<file path="config.mk">
export PLATFORM = sky130hd
export DESIGN_NAME = fpucs_top
export DESIGN_NICKNAME = d
export VERILOG_FILES = /design/src/rtl/fpucs_pkg.sv /design/src/rtl/fpucs_tiny.sv /design/src/rtl/fpucs_top.sv /design/src/rtl/fpucs_trap.sv
export SDC_FILE = /design/constraint.sdc
export NUM_CORES = 1
export LEC_CHECK = 0
export BUFFER_PORTS_ARGS = -buffer_cell sky130_fd_sc_hd__buf_4
export CORE_MARGIN = 8
export CORE_UTILIZATION = 45
export DETAILED_ROUTE_END_ITERATION = 10
export HOLD_SLACK_MARGIN = 0.08
export PLACE_DENSITY = 0.72
export SYNTH_ARGS = -nofsm -noshare
export SYNTH_HDL_FRONTEND = slang
export SYNTH_SLANG_ARGS = --single-unit
</file>
<file path="constraint.sdc">
create_clock -name pclk -period 4.18 [get_ports pclk]
set_input_delay 0.209 -clock pclk [delete_from_list [all_inputs] [get_ports pclk]]
set_output_delay 0.209 -clock pclk [all_outputs]
set_load 0.01 [all_outputs]
</file>
<file path="src/rtl/fpucs_pkg.sv">
/*
 * fpucs_pkg: constants for the float control/status register block.
 * Assumes a 32-bit APB slave; all files except fpucs_dp_model import this package whole.
 */
package fpucs_pkg;
    // =========================================
    // register offsets
    localparam logic [11:0] FPUCS_CSR_OFF = 12'h000;
    localparam logic [11:0] FPUCS_CC_OFF = 12'h004;
    localparam logic [11:0] FPUCS_EXC_OFF = 12'h008;
    localparam logic [11:0] FPUCS_ENR_OFF = 12'h00C;
    localparam logic [11:0] FPUCS_TRAP_OFF = 12'h010;
    // =========================================
    // field positions
    localparam int FPUCS_CC_HI = 31;
    localparam int FPUCS_CC_LO7 = 25;
    localparam int FPUCS_FS_BIT = 24;
    localparam int FPUCS_CC0_BIT = 23;
    localparam int FPUCS_FO_BIT = 22;
    localparam int FPUCS_FN_BIT = 21;
    localparam int FPUCS_MAC_BIT = 20;
    localparam int FPUCS_ABS_BIT = 19;
    localparam int FPUCS_NAN_BIT = 18;
    localparam int FPUCS_CAUSE_LO = 12;
    localparam int FPUCS_EN_LO = 7;
    localparam int FPUCS_FLAG_LO = 2;
    localparam int FPUCS_RM_LO = 0;
    // =========================================
    // hardwired indicator values and reset values
    localparam logic FPUCS_MAC_VAL = 1'b0;
    localparam logic FPUCS_ABS_VAL = 1'b1;
    localparam logic FPUCS_NAN_VAL = 1'b1;
    localparam logic [7:0] FPUCS_CC_RST = 8'h00;
    localparam logic [5:0] FPUCS_CAUSE_RST = 6'h00;
    localparam logic [4:0] FPUCS_EN_RST = 5'h00;
    localparam logic [4:0] FPUCS_FLAG_RST = 5'h00;
    localparam logic [1:0] FPUCS_RM_RST = 2'h0;
    localparam logic [31:0] FPUCS_ZERO = 32'h0000_0000;
    // =========================================
    // rounding modes
    typedef enum logic [1:0] {
        FPUCS_RM_NEAREST = 2'h0,
        FPUCS_RM_ZERO = 2'h1,
        FPUCS_RM_PINF = 2'h2,
        FPUCS_RM_MINF = 2'h3
    } fpucs_rm_t;
    // tiny result handling, one-hot
    typedef enum logic [3:0] {
        FPUCS_TINY_EXC = 4'h1,
        FPUCS_TINY_FLUSH = 4'h2,
        FPUCS_TINY_NEAR = 4'h4,
        FPUCS_TINY_KEEP = 4'h8
    } fpucs_tiny_t;
endpackage

</file>
<file path="src/rtl/fpucs_tiny.sv">
/*
 * fpucs_tiny: decodes the flush controls into the datapath handling mode.
 * Assumes purely combinational use by the top.
 */
`timescale 1ns/1ns
module fpucs_tiny
    import fpucs_pkg::*;
(
    // controls
    input wire logic flush_tiny_enable,
    input wire logic flush_override,
    input wire logic flush_nearest,
    input wire logic [1:0] rounding_select,
    // decoded
    output fpucs_tiny_t mode
);
    // =========================================
    always_comb begin
        if (flush_override) begin
            mode = FPUCS_TINY_KEEP;
        end else if (flush_nearest && rounding_select == FPUCS_RM_NEAREST) begin
            mode = FPUCS_TINY_NEAR;
        end else if (flush_nearest || flush_tiny_enable) begin
            mode = FPUCS_TINY_FLUSH;
        end else begin
            mode = FPUCS_TINY_EXC;
        end
    end
endmodule

</file>
<file path="src/rtl/fpucs_top.sv">
/*
 * fpucs_top: float control and status register bank with APB access,
 * datapath update port and trap output.
 * Four further offsets read back narrower views of the same state.
 * Assumes APB master on pclk; datapath strobes are synchronous to pclk.
 * Assumes each datapath strobe stands for a single cycle.
 */
// Decided for this implementation: register access over APB and the address map.
// Overview of operation
// - eight condition bits at 31:25 and 23 are written by compares and read by branches.
// - flush bit 24 set makes denormal inputs zero and flushes tiny results per rounding.
// - flush bit clear makes a denormal input raise unimplemented operation.
// - override bit 22 keeps tiny intermediates unbounded, else flush and nearest bits decide.
// - nearest bit 21 rounds tiny results to zero or smallest normal under nearest mode.
// - bit 20 reads zero and multiply-add is unfused.
// - bit 19 reads one and abs/negate accept quiet NaN without trap.
// - bit 18 reads one and quiet NaN has leading fraction bit one.
// - cause field 17:12 reports the current instruction's exceptions.
// - enable field 11:7 holds one trap enable per IEEE condition.
// - a trap is taken when an enable and its cause are both set, or on any unimplemented operation.
// - sticky flags 6:2 accumulate until software clears them.
// - field 1:0 selects nearest, zero, plus or minus infinity rounding.
`timescale 1ns/1ns
module fpucs_top
    import fpucs_pkg::*;
(
    // clock and reset
    input wire logic pclk,
    input wire logic presetn,
    // apb slave
    input wire logic psel,
    input wire logic penable,
    input wire logic pwrite,
    input wire logic [11:0] paddr,
    input wire logic [31:0] pwdata,
    output logic [31:0] prdata,
    output logic pready,
    output logic pslverr,
    // datapath: compare result
    input wire logic cmp_valid,
    input wire logic [2:0] cmp_index,
    input wire logic cmp_result,
    // datapath: completed arithmetic instruction
    input wire logic op_done,
    input wire logic [4:0] op_ieee,
    input wire logic op_denormal_in,
    // controls seen by the datapath
    output logic [7:0] compare_condition_bits,
    output logic [1:0] rounding_select,
    output fpucs_tiny_t tiny_mode,
    output logic denormal_as_zero,
    output logic fused_madd_indicator,
    output logic abs_neg_format_indicator,
    output logic nan_encoding_indicator,
    // trap
    output logic fp_trap,
    output logic [4:0] fp_trap_src
);
    // =========================================
    // state
    logic [7:0] cc_r;
    logic fs_r;
    logic fo_r;
    logic fn_r;
    logic [5:0] cause_r;
    logic [4:0] en_r;
    logic [4:0] flag_r;
    logic [1:0] rm_r;
    logic [1:0] rm_nxt;
    logic [5:0] cause_nxt;
    fpucs_tiny_t tiny_w;

    // =========================================
    // bus decode
    function automatic logic hit_at(input logic [11:0] a, input logic [11:0] off);
        hit_at = (a == off);
    endfunction

    logic wr_en;
    logic rd_en;
    logic mapped;
    assign wr_en = psel & penable & pwrite;
    assign rd_en = psel & ~penable & ~pwrite;
    assign mapped = hit_at(paddr, FPUCS_CSR_OFF) | hit_at(paddr, FPUCS_CC_OFF)
        | hit_at(paddr, FPUCS_EXC_OFF) | hit_at(paddr, FPUCS_ENR_OFF)
        | hit_at(paddr, FPUCS_TRAP_OFF);

    logic w_csr;
    logic w_cc;
    logic w_exc;
    logic w_enr;
    assign w_csr = wr_en & hit_at(paddr, FPUCS_CSR_OFF);
    assign w_cc = wr_en & hit_at(paddr, FPUCS_CC_OFF);
    assign w_exc = wr_en & hit_at(paddr, FPUCS_EXC_OFF);
    assign w_enr = wr_en & hit_at(paddr, FPUCS_ENR_OFF);

    // read views selected at setup
    logic r_csr;
    logic r_cc;
    logic r_exc;
    logic r_enr;
    logic r_trap;
    assign r_csr = rd_en & hit_at(paddr, FPUCS_CSR_OFF);
    assign r_cc = rd_en & hit_at(paddr, FPUCS_CC_OFF);
    assign r_exc = rd_en & hit_at(paddr, FPUCS_EXC_OFF);
    assign r_enr = rd_en & hit_at(paddr, FPUCS_ENR_OFF);
    assign r_trap = rd_en & hit_at(paddr, FPUCS_TRAP_OFF);

    // full register image
    logic [31:0] csr_img;
    always_comb begin
        csr_img = FPUCS_ZERO;
        csr_img[FPUCS_CC_HI:FPUCS_CC_LO7] = cc_r[7:1];
        csr_img[FPUCS_FS_BIT] = fs_r;
        csr_img[FPUCS_CC0_BIT] = cc_r[0];
        csr_img[FPUCS_FO_BIT] = fo_r;
        csr_img[FPUCS_FN_BIT] = fn_r;
        csr_img[FPUCS_MAC_BIT] = FPUCS_MAC_VAL;
        csr_img[FPUCS_ABS_BIT] = FPUCS_ABS_VAL;
        csr_img[FPUCS_NAN_BIT] = FPUCS_NAN_VAL;
        csr_img[FPUCS_CAUSE_LO +: 6] = cause_r;
        csr_img[FPUCS_EN_LO +: 5] = en_r;
        csr_img[FPUCS_FLAG_LO +: 5] = flag_r;
        csr_img[FPUCS_RM_LO +: 2] = rm_r;
    end

    // alternate register views
    logic [31:0] cc_img;
    logic [31:0] exc_img;
    logic [31:0] enr_img;
    logic [31:0] trap_img;
    assign cc_img = {24'h000000, cc_r};
    assign exc_img = {14'h0000, cause_r, 5'h00, flag_r, 2'h0};
    assign enr_img = {20'h00000, en_r, 4'h0, fs_r, rm_r};
    assign trap_img = {26'h0000000, fp_trap_src, fp_trap};

    // =========================================
    // apb answer: no wait state, read data registered
    always_ff @(posedge pclk or negedge presetn) begin
        if (!presetn) begin
            pready <= 1'b0;
        end else begin
            pready <= psel & ~penable;
        end
    end

    // unmapped addresses answer with an error
    always_ff @(posedge pclk or negedge presetn) begin
        if (!presetn) begin
            pslverr <= 1'b0;
        end else begin
            pslverr <= psel & ~penable & ~mapped;
        end
    end

    always_ff @(posedge pclk or negedge presetn) begin
        if (!presetn) begin
            prdata <= FPUCS_ZERO;
        end else if (rd_en) begin
            prdata <= FPUCS_ZERO;
            if (r_csr) begin
                prdata <= csr_img;
            end else if (r_cc) begin
                prdata <= cc_img;
            end else if (r_exc) begin
                prdata <= exc_img;
            end else if (r_enr) begin
                prdata <= enr_img;
            end else if (r_trap) begin
                prdata <= trap_img;
            end
        end
    end

    // writes take effect at the access edge where pready is high
    logic wr_go;
    assign wr_go = pready;

    // =========================================
    // condition codes: software write, compare has priority
    always_ff @(posedge pclk or negedge presetn) begin
        if (!presetn) begin
            cc_r <= FPUCS_CC_RST;
        end else begin
            if (wr_go && w_csr) begin
                cc_r <= {pwdata[FPUCS_CC_HI:FPUCS_CC_LO7], pwdata[FPUCS_CC0_BIT]};
            end else if (wr_go && w_cc) begin
                cc_r <= pwdata[7:0];
            end
            if (cmp_valid) begin
                cc_r[cmp_index] <= cmp_result;
            end
        end
    end

    // =========================================
    // flush controls and rounding
    always_comb begin
        rm_nxt = rm_r;
        if (wr_go && w_csr) begin
            rm_nxt = pwdata[FPUCS_RM_LO +: 2];
        end else if (wr_go && w_enr) begin
            rm_nxt = pwdata[1:0];
        end
    end

    // flush-to-zero, also reachable through the enable view
    always_ff @(posedge pclk or negedge presetn) begin
        if (!presetn) begin
            fs_r <= 1'b0;
        end else if (wr_go && w_csr) begin
            fs_r <= pwdata[FPUCS_FS_BIT];
        end else if (wr_go && w_enr) begin
            fs_r <= pwdata[2];
        end
    end

    // tiny-result controls; bits 20:18 have no storage, so writes drop
    always_ff @(posedge pclk or negedge presetn) begin
        if (!presetn) begin
            fo_r <= 1'b0;
        end else if (wr_go && w_csr) begin
            fo_r <= pwdata[FPUCS_FO_BIT];
        end
    end

    always_ff @(posedge pclk or negedge presetn) begin
        if (!presetn) begin
            fn_r <= 1'b0;
        end else if (wr_go && w_csr) begin
            fn_r <= pwdata[FPUCS_FN_BIT];
        end
    end

    always_ff @(posedge pclk or negedge presetn) begin
        if (!presetn) begin
            rm_r <= FPUCS_RM_RST;
        end else begin
            rm_r <= rm_nxt;
        end
    end

    // =========================================
    // trap trap_enable_field
    always_ff @(posedge pclk or negedge presetn) begin
        if (!presetn) begin
            en_r <= FPUCS_EN_RST;
        end else if (wr_go && w_csr) begin
            en_r <= pwdata[FPUCS_EN_LO +: 5];
        end else if (wr_go && w_enr) begin
            en_r <= pwdata[11:7];
        end
    end

    // =========================================
    // cause: replaced by each completed op; denormal without flush -> unimpl
    always_comb begin
        cause_nxt = cause_r;
        if (wr_go && (w_csr || w_exc)) begin
            cause_nxt = pwdata[FPUCS_CAUSE_LO +: 6];
        end
        if (op_done) begin
            if (op_denormal_in && !fs_r) begin
                cause_nxt = 6'h20;
            end else begin
                cause_nxt = {1'b0, op_ieee};
            end
        end
    end

    always_ff @(posedge pclk or negedge presetn) begin
        if (!presetn) begin
            cause_r <= FPUCS_CAUSE_RST;
        end else begin
            cause_r <= cause_nxt;
        end
    end

    // =========================================
    // sticky flags: set wins over a software clear in the same cycle
    logic [4:0] flag_set;
    assign flag_set = (op_done && !(op_denormal_in && !fs_r)) ? op_ieee : 5'h00;

    always_ff @(posedge pclk or negedge presetn) begin
        if (!presetn) begin
            flag_r <= FPUCS_FLAG_RST;
        end else if (wr_go && (w_csr || w_exc)) begin
            flag_r <= pwdata[FPUCS_FLAG_LO +: 5] | flag_set;
        end else begin
            flag_r <= flag_r | flag_set;
        end
    end

    // =========================================
    // datapath controls, registered
    fpucs_tiny u_tiny (
        .flush_tiny_enable(fs_r),
        .flush_override(fo_r),
        .flush_nearest(fn_r),
        .rounding_select(rm_r),
        .mode(tiny_w)
    );

    always_ff @(posedge pclk or negedge presetn) begin
        if (!presetn) begin
            compare_condition_bits <= FPUCS_CC_RST;
            rounding_select <= FPUCS_RM_RST;
            tiny_mode <= FPUCS_TINY_EXC;
            denormal_as_zero <= 1'b0;
        end else begin
            compare_condition_bits <= cc_r;
            rounding_select <= rm_r;
            tiny_mode <= tiny_w;
            denormal_as_zero <= fs_r;
        end
    end

    // hardwired indicators, kept in flops so every output is registered
    always_ff @(posedge pclk or negedge presetn) begin
        if (!presetn) begin
            fused_madd_indicator <= FPUCS_MAC_VAL;
            abs_neg_format_indicator <= FPUCS_ABS_VAL;
            nan_encoding_indicator <= FPUCS_NAN_VAL;
        end else begin
            fused_madd_indicator <= FPUCS_MAC_VAL;
            abs_neg_format_indicator <= FPUCS_ABS_VAL;
            nan_encoding_indicator <= FPUCS_NAN_VAL;
        end
    end

    // =========================================
    // trap
    fpucs_trap u_trap (
        .pclk(pclk),
        .presetn(presetn),
        .cause(cause_r),
        .trap_enable_field(en_r),
        .trap(fp_trap),
        .trap_src(fp_trap_src)
    );
endmodule

</file>
<file path="src/rtl/fpucs_trap.sv">
/*
 * fpucs_trap: compares cause bits with trap_enable_field and registers the trap.
 * Assumes cause/enable come from registers on the same clock.
 */
`timescale 1ns/1ns
module fpucs_trap
    import fpucs_pkg::*;
(
    // clock and reset
    input wire logic pclk,
    input wire logic presetn,
    // fields
    input wire logic [5:0] cause,
    input wire logic [4:0] trap_enable_field,
    // result
    output logic trap,
    output logic [4:0] trap_src
);
    // =========================================
    // match per IEEE condition; unimplemented op always traps
    logic [4:0] hit;
    genvar g;
    generate
        for (g = 0; g < 5; g++) begin : g_hit
            assign hit[g] = cause[g] & trap_enable_field[g];
        end
    endgenerate

    always_ff @(posedge pclk or negedge presetn) begin
        if (!presetn) begin
            trap <= 1'b0;
            trap_src <= 5'h00;
        end else begin
            trap <= (|hit) | cause[5];
            trap_src <= hit;
        end
    end
endmodule

</file>
* Yosys cells after proc, flatten, opt, wreduce, memory -nomap -nowiden
Index checks and enable logic that the tools add are counted.
** Cells by class
- Magnitude comparators :: 2
- Equality and inequality tests :: 4
- Mux-type cells :: 25
- Bitwise gates (word level) :: 29
- Reduce and logical (&&, ||, !) cells :: 17
** Operator list (number)
- $mux W18 :: 2
- $mux W32 :: 1
- $eq A12 B4 Y1 const B :: 2
- $mux W6 :: 4
- $mux W8 :: 3
- $mux W5 :: 4
- $and A1 B1 Y1 :: 19
- $eq A12 B3 Y1 const B :: 1
- $eq A12 B5 Y1 const B :: 1
- $logic_not A12 Y1 :: 1
- $mux W12 :: 1
- $or A5 B5 Y5 :: 2
- $bwmux W8 :: 1
- $logic_and A1 B1 Y1 :: 8
- $mux W4 :: 2
- $mux W2 :: 3
- $or A1 B1 Y1 :: 5
- $reduce_or A5 Y1 :: 1
- $lt A3 B4 Y1 const B :: 1
- $reduce_bool A2 Y1 :: 2
- $demux W1 S3 :: 1
- $ge A3 B1 Y1 const B :: 1
- $mux W1 :: 3
- $not A1 Y1 :: 3
- 3 further kinds :: 5
** Storage, ports and cells
- Bits in registers :: 84
- Input bits :: 61
- Output and inout port bits :: 58
- Logic and storage cells :: 94

* Depth between registers and ports, before layout
Gate-level depths: netlist of run 1.
- Word-level depth :: 9
- Mapped depth :: 6

* By module
From an unflattened synthesis of run 1, not the netlist that was laid out.
** Unflattened totals
- Cell total of the unflattened synthesis :: 300
- Area, all modules :: 3493.4 um^2
** Modules (own cells, without submodules)
- fpucs_top :: times used 1, cells an instance 280, area each 3250.6 um^2, sequential area each 1903.1 um^2
- fpucs_trap :: times used 1, cells an instance 14, area each 206.4 um^2, sequential area each 150.1 um^2
- fpucs_tiny :: times used 1, cells an instance 6, area each 36.3 um^2, sequential area each 0.0 um^2

* Worst setup path before layout of run 1
OpenSTA, ideal clock, no wires.
- Kind :: in2reg
- Start :: input port paddr[4]
- End :: register cc_r[0]
- Setup time :: 0.128 ns
- Data arrival time :: 1.655 ns
- Data required time :: 4.052 ns
- Path slack :: 2.398 ns
- Cell stages on the path :: 5
- Path buffers :: 1
- Cell sequence :: buf_2 -> or4_4 -> nor4_4 -> mux2i_1 -> o21ai_1
** Between the ends
- Cells in the longest elaborated chain, start to end :: 7
** RTL lines
- start: declaration :: line fpucs_top.sv:34 : input wire logic [11:0] paddr,
- $eq A12 B3 Y1 :: line fpucs_top.sv:76 : hit_at = (a == off);
- $and A1 B1 Y1 :: line fpucs_top.sv:93 : assign w_cc = wr_en & hit_at(paddr, FPUCS_CC_OFF);
- $logic_and A1 B1 Y1 :: line fpucs_top.sv:187 : end else if (wr_go && w_cc) begin
- $mux W8 :: line fpucs_top.sv:187
- $mux W8 * :: line fpucs_top.sv:185 : if (wr_go && w_csr) begin
- $bwmux W8 :: line fpucs_top.sv:191 : cc_r[cmp_index] <= cmp_result;
- $mux W8 * :: line fpucs_top.sv:190 : if (cmp_valid) begin
- end signal: assignment :: line fpucs_top.sv:186 : cc_r <= {pwdata[FPUCS_CC_HI:FPUCS_CC_LO7], pwdata[FPUCS_CC0_BIT]};
- end signal: assignment :: line fpucs_top.sv:188 : cc_r <= pwdata[7:0];
- end signal: indexed assignment :: line fpucs_top.sv:191
- end: declaration :: line fpucs_top.sv:61 : logic [7:0] cc_r;
Mark *: on every way between the ends. The rest lies on a longest branch, timed or not.
A chain may end at the register's enable or synchronous reset.

* Final worst setup path of run 1
- Start :: input port penable
- End :: register prdata[16]
** Between the ends
- Cells in the longest elaborated chain, start to end :: 7
** RTL lines
- start: declaration :: line fpucs_top.sv:32 : input wire logic penable,
- $not A1 Y1 * :: line fpucs_top.sv:83 : assign rd_en = psel & ~penable & ~pwrite;
- $and A1 B1 Y1 * (2 in series) :: line fpucs_top.sv:83
- $and A1 B1 Y1 :: line fpucs_top.sv:105 : assign r_exc = rd_en & hit_at(paddr, FPUCS_EXC_OFF);
- $mux W18 :: line fpucs_top.sv:165 : end else if (r_exc) begin
- $mux W18 :: line fpucs_top.sv:163 : end else if (r_cc) begin
- $mux W32 :: line fpucs_top.sv:161 : if (r_csr) begin
- end signal: assignment :: line fpucs_top.sv:162 : prdata <= csr_img;
- end signal: assignment :: line fpucs_top.sv:164 : prdata <= cc_img;
- end signal: assignment :: line fpucs_top.sv:166 : prdata <= exc_img;
- end: declaration :: line fpucs_top.sv:36 : output logic [31:0] prdata,
Marks and branches as above.

==> out/summary.md, run 1 <==
- no — unrepaired setup endpoints after global routing
- 4290 um — wl on met1
- 348 nW/um2 — power per standard cell area
- 9 — CTS buffer count
- clkbuf_8 — master cell of the clock root buffer
- complete, no violations — status
- 57.2% — sequential area share after synthesis
- 4790 um2 — post-route cell area
- 13.0% — complex-gate fraction of the synthesized area
- dfrtp_1 (81), nand2_1 (36), nor2_1 (19), a22o_1 (17), mux2i_1 (15) — top cells by instance count after synthesis
- 11,100 um2 — die area
- dfrtp_1 (56%), mux2i_1 (4.2%), a22o_1 (4.1%), nand2_1 (3.8%), mux2_2 (3.8%) — ranking of synthesized cells by area
- 83 — largest net degree at the start of global routing
- pready$_DFF_PN0_ — launch point of the worst reg-to-reg path
- 0 — antenna diode count
- 2250 ps — post-route minimum period
- 111 — drt first-iter violations
- 111 — number of port buffers
- 1010 ps — transition time of the tightest slew-check pin
- 3590 um2 — Post-Syn Area
- 1450 um2 — area taken by multi-input logic gates
- 16.8% — area share of and/or/nand/nor cells after synthesis
- 82 — number of clock sinks
- 11.5 um2 — mean cell area of the mapped netlist
- 0.000147 V — Max IR drop VDD
- 56.5% — share of the synthesized area in the top cell type
- 7 — largest fanout of any net on the critical path
- 0.410 mW — power dissipated by switching net loads
- primary input to register — Hold Path Class
- 2.29 nW — Leak Pwr
- 2,857 — vias after detailed routing
- 311 — Post-Synthesis Cells
- 46.4% — Starting Density
- 2540 ps — CP arrival
- 17.9 um — post-DR wirelength/cell
- 51.6% — fraction of power consumed by sequential logic
- 0 — count of instances resized after the clock tree is built
- 7730 um2 — area of the placeable core
- 0% — adder and majority cell fraction of the synthesized area
- dfrtp_1 — most frequent cell after synthesis
- cc_r[0]$_DFF_PN0_ — worst r2r dst
- 100% — ys async rst share
- 0 — Pins Over Slew Limit
- 0 ps — final total negative setup slack
- 3,018 — number of global-route vias before repair
- 2 — Bufs on Longest Clock Path
- rm_r[1]$_DFFE_PN0P_ — end point of the most critical hold path
- 4 — number of cell instances on the worst register-to-register path
- 0 — final setup violating endpoints
- 532 um — met3 wire length
- 48 — library cells used by synthesis
- 33.4% — area added between synthesis and finish
- 730 ps — slowest cell delay on critical path
- 24.6% — Net Sw Frac
- 2280 ps — Reg2Reg Setup Slack
- 1.26 mW — cell internal pwr
- 0 — number of design rule violations left after detail routing
- 0 — Max Cap Violations
- 34.4% — fraction of final layout cells with drive strength greater than 1
- 0 — total global routing overflow
- 0 — final number of hold-violating endpoints
- 0 — total setup buffers inserted after CTS
- 9580 um — drt total wl
- 0% — Synth Area in XOR/XNOR
- 0.444 GHz — highest clock frequency the design can meet
- dfrtp_1 — top_reg_cell synth
- 0 — number of flops mapped to enable cells by yosys
- 350 ps — Worst-Skew Late Latency
- 4470 ps — worst path required time
- 90 ps — CTS clock-pin slew for the worst setup and hold paths
- 2 — worst hold path cell count
- primary input to register — Worst Path Class, Setup
- 0 — initial antenna violation count
- 0 — antenna-violating nets left
- dlygate4sd3_1, buf_4, nor3b_1, nand2_1, nor4_2, a22o_1 — list of cells traversed by the critical path
- 0.823 — placer's final routability congestion estimate
- 2050 um2 — Sequential Area
- 3 — maximum level of the CTS H-tree
- dfrtp_1 — cell type contributing the most total cell area after synthesis
- 11.1% — share of power burned in combinational logic
- 15,600 um — wire length of the first global-routing pass
- built — clock tree from TritonCTS
- pwdata[1] — Hold Crit Start
- 17.4% — GRT Resource Usage Total
- 4480 um2 — Placement Cell Area
- 53.9% — ratio of final minimum period to clock period
- 5.34 — average vias per placed instance
- 82 — #FFs+latches synth
- 105 um — die extent in x
- simple AND/OR/NAND/NOR gates — combinational family with the most area after synthesis
- 489 — final layout net count
- 0 — number of warnings printed during yosys synthesis
- 37.3% — Clk network pwr share
- 105 um — Vert. Die Dim
- nor3b_1 — slowest stage cell on the critical path
- 119 — boundary pin count
- 4500 um — routed wire length on met2
- register — capturing element type of the critical path
- 9.04 ps — skew final
- 659 — total of fill cells in the finished design
- 32 — cell row count
- 9 — Post-CTS Hold Buffers
- 32.8% — Relative slew margins
- 10.1% — multiplexer share of the synthesized area
- 4 — length of the first detailed-routing pass in iterations
- 7280 um — post-detail-place hpwl
- met4 — Highest Signal Layer
- primary input — type of element launching the critical path
## worst max path at each step
stage                                        end  slack [ps]  startpoint
after floorplan                cc_r[0]$_DFF_PN0_        2400    paddr[4]
after global placement       en_r[2]$_DFFE_PN0P_        2080    paddr[9]
after detailed placement       cc_r[0]$_DFF_PN0_        2030    paddr[9]
after CTS                 prdata[16]$_DFFE_PN0P_        1960     penable
after global routing      prdata[17]$_DFFE_PN0P_        1790     penable
final                     prdata[16]$_DFFE_PN0P_        1930     penable
## metrics by stage
step	util, %	setup WS (ps)	hold WS [ps]	power [mW]	cells
detailed placement	58.0	2030	413	1.06	510
finish	61.9	1930	89.8	1.67	535
CTS	61.9	1960	80.0	1.68	535
floorplan	-	2400	-86.6	0.941	313
global placement	58.0	2080	410	1.05	510
global route	61.9	1790	80.2	1.73	535
## layer usage
| layer | vias to the layer above | track usage (%) |
|---|---|---|
| met4 | 0 | 7.95 |
| met5 | - | 0 |
| li1 | 1364 | - |
| met2 | 108 | 26.8 |
| met3 | 19 | 3.96 |
| met1 | 1366 | 22.9 |
## layout make-up
type	count	area share [%]
Inverter	3	0.235
Timing Repair Buffer	121	19.5
Multi-Input combinational cell	211	30.2
Sequential cell	82	42.9
Clock buffer	9	2.59
Tap cell	102	2.67
Clock inverter	7	1.93
## critical path, delay by kind of cell
family	cells	cell delay, ps
and+or+nand+nor	3	1410
buffers and inverters	2	690
AOI/OAI and AO/OA	1	230
## sequential cells by signal, summed over array words and instances, names as in the netlist, 2 cells and up
signal,flops
cause_r,6
cc_r,8
compare_condition_bits,8
en_r,5
flag_r,5
prdata,30
rm_r,2
rounding_select,2
tiny_mode,4
u_trap.trap_src,5
## power by group through the flow
stage	registers (mW)	logic [mW]	clock network (mW)
detailed placement	0.876	0.180	0
finish	0.860	0.185	0.622
global route	0.866	0.205	0.660
CTS	0.861	0.188	0.632
floorplan	0.873	0.0687	0
global placement	0.875	0.176	0
## cell families (layout without fill, tap and decap cells)
logic type             count (synthesis)  in the layout
buffers and inverters                 20            140
AO/OA/AOI/OAI                         63             63
AND/OR/NAND/NOR                      110            110
flip-flops                            82             82
other                                  2              4
multiplexers                          34             34
## layout by cell type, fill, tap and decap left out, types with 2 or more instances in the layout
| master | instances |
|---|---|
| a21oi_1 | 2 |
| nand3_1 | 2 |
| nor4_1 | 2 |
| and4_1 | 2 |
| and2_1 | 5 |
| nor4_2 | 2 |
| clkinv_2 | 3 |
| nor2_1 | 19 |
| nand2b_1 | 8 |
| a22oi_1 | 2 |
| a22o_1 | 17 |
| mux2i_1 | 15 |
| clkbuf_8 | 9 |
| o31ai_1 | 3 |
| o21ai_0 | 7 |
| a211oi_1 | 4 |
| inv_1 | 3 |
| a21boi_0 | 2 |
| bufinv_16 | 2 |
| a32oi_1 | 3 |
| a221o_1 | 5 |
| conb_1 | 4 |
| mux2_1 | 7 |
| mux2_2 | 12 |
| nor4_4 | 2 |
| or4_4 | 2 |
| nor2b_1 | 3 |
| nand4_1 | 2 |
| nor3_1 | 12 |
| a31oi_1 | 5 |
| or3_1 | 2 |
| o21ai_1 | 8 |
| dlygate4sd3_1 | 9 |
| dfrtp_1 | 81 |
| buf_4 | 112 |
| or2_2 | 2 |
| and3_1 | 4 |
| nand2_1 | 36 |
(Power assumes the default switching activity.)
==> inputs of run 2 (changes only) <==
==> constraint.sdc (replaced) <==
create_clock -name pclk -period 2.3 [get_ports pclk]
set_input_delay 0.115 -clock pclk [delete_from_list [all_inputs] [get_ports pclk]]
set_output_delay 0.115 -clock pclk [all_outputs]
set_load 0.01 [all_outputs]
==> run 2 against run 1 <==
Worst setup slack got worse by 1800 ps; utilization rose by 4.0 points; register-to-register slack got worse by 2200 ps; final cell count rose by 5.6%; sequential power rose by 81%; final area rose by 6.5%; global-route usage rose by 0.89 points; critical path depth rose by 2.
==> out/summary.md, run 2 (synthesis results as in run 1) <==
- complete, no violations — status
- 96.5% — ratio of final minimum period to clock period
- buffers and inverters — critical path's top delay family
- 2520 ps — worst path required time
- 83.8 ps — Hold Worst Slack
- 105 um — Vert. Die Dim
- 2.41 nW — Leak Pwr
- 38.1% — Clk network pwr share
- dlygate4sd3_1, buf_4, nand4_1, nor4_4, buf_4, mux2i_1, nand2_1, dlygate4sd3_1 — list of cells traversed by the critical path
- 32 — cell row count
- 4 — crit path buf inv count
- 0 — final setup violating endpoints
- 5100 um2 — post-route cell area
- 0 — Max Cap Violations
- 519 — final layout net count
- 9 — CTS buffer count
- 2220 ps — post-route minimum period
- 45.8% — Relative slew margins
- 0.451 GHz — highest clock frequency the design can meet
- 5.30 — average vias per placed instance
- 82 — number of clock sinks
- 2.38 mW — cell internal pwr
- prdata — Most flops, register
- 52 — largest net degree at the start of global routing
- 0.858 — placer's final routability congestion estimate
- 105 um — die extent in x
- 7730 um2 — area of the placeable core
- 2440 ps — CP arrival
- 30 — flip-flop count of the largest register, all copies and words added
- 0 — initial antenna violation count
- 80 ps — CTS clock-pin slew for the worst setup and hold paths
- prdata (30), cc_r (8), compare_condition_bits (8) — Largest regs
- 11.9% — share of power burned in combinational logic
- 622 — total of fill cells in the finished design
- 613 nW/um2 — power per standard cell area
- 18.3% — GRT Resource Usage Total
- 4540 um2 — Placement Cell Area
- primary input — type of element launching the critical path
- 812 ps — transition time of the tightest slew-check pin
- 10,100 um — drt total wl
- 0 — antenna-violating nets left
- dlygate4sd3_1 — slowest stage cell on the critical path
- 2,993 — vias after detailed routing
- primary input to register — Worst Path Class, Setup
- buf_4 (119), dfrtp_1 (81), nand2_1 (36), dlygate4sd3_1 (31), nor2_1 (19) — top library cells by usage in the layout, fill and taps aside
- 33.9% — fraction of final layout cells with drive strength greater than 1
- 119 — boundary pin count
- 0 — count of instances resized after the clock tree is built
- 23.9% — Net Sw Frac
- 127 — drt first-iter violations
- 0 ps — final total negative setup slack
- clkbuf_8 — master cell of the clock root buffer
- 0 — Pins Over Slew Limit
- 0 — total global routing overflow
- 560 ps — slowest cell delay on critical path
- 7.24 ps — skew final
- 3,107 — number of global-route vias before repair
- 50.1% — fraction of power consumed by sequential logic
- built — clock tree from TritonCTS
- 7590 um — post-detail-place hpwl
- 46.4% — Starting Density
- 17.9 um — post-DR wirelength/cell
- register — capturing element type of the critical path
- 0 — number of design rule violations left after detail routing
- 3 — maximum level of the CTS H-tree
- 0 — final number of hold-violating endpoints
- primary input to register — Hold Path Class
- 0 — antenna diode count
- 42.1% — area added between synthesis and finish
- 11,100 um2 — die area
- 0.747 mW — power dissipated by switching net loads
- 0.000379 V — Max IR drop VDD
- 111 — number of port buffers
- 4 — length of the first detailed-routing pass in iterations
- 2 — Bufs on Longest Clock Path
- 5 — largest fanout of any net on the critical path
- 340 ps — Worst-Skew Late Latency
- buf_4 — commonest non-fill, non-tap cell in the layout
- 16,400 um — wire length of the first global-routing pass
[run 2: per-stage QoR]
stage	worst slack [ps]	total power [mW]	cells	util [%]
2_1_floorplan	612	1.71	313	-
3_3_place_gp	328	1.92	517	58.8
3_5_place_dp	280	1.93	517	58.8
4_1_cts	72.8	3.15	564	65.9
5_1_grt	-19.9	3.25	565	66.0
6_report	80.4	3.12	565	66.0
[run 2: final timing paths]
check                                        from                             endpoint  slack, ps  depth (start not counted)
worst max-delay path                      penable                  flag_r[3]$_DFF_PN0_         80                          8
worst min-delay path                   op_ieee[4]               cause_r[4]$_DFFE_PN0P_         80                          3
worst max register to register   pready$_DFF_PN0_                  flag_r[3]$_DFF_PN0_        120                          6
worst min register to register  cc_r[1]$_DFF_PN0_  compare_condition_bits[1]$_DFF_PN0_        450                          0
max in group asynchronous                 presetn                prdata[7]$_DFFE_PN0P_       1370                          3
min in group asynchronous                 presetn                    cc_r[3]$_DFF_PN0_        340                          2
[run 2: area by class of cell]
cell class | count | area, um2 | area share (%)
sequential | 82 | 2050 | 40.3
multi-input combinational | 211 | 1450 | 28.4
timing repair buffer | 151 | 1220 | 24.0
inverter | 3 | 11.3 | 0.221
clock inverter | 5 | 85.1 | 1.67
clock buffer | 11 | 151 | 2.97
tap | 102 | 128 | 2.50
[run 2: routing by layer]
metal	vias to the layer above	routed length, um	global-route usage [%]
met1	1455	4460	24.1
met4	0	136	5.91
met3	13	552	3.78
met2	101	4950	29.6
li1	1424	-	-
met5	-	0	0
[run 2: tightest hold or removal path, stage by stage]
cell and delay, ps:
buf_4 110, nand2_1 90, a31oi_1 80
[run 2: power groups by stage]
stage / Sequential, mW / Combinational (mW) / Clock, mW
after floorplan: 1.59 / 0.125 / 0
final: 1.56 / 0.371 / 1.19
after CTS: 1.57 / 0.373 / 1.21
after global placement: 1.59 / 0.330 / 0
after detailed placement: 1.59 / 0.336 / 0
after global routing: 1.57 / 0.407 / 1.27
[run 2: what timing repair did]
| action | 4_1_cts | 5_1_grt |
|---|---|---|
| buffers inserted | 0 | 1 |
| hold buffers | 31 | 0 |
| endpoints found under the setup margin | 0 | 5 |
| endpoints found under the hold margin | 78 | 0 |
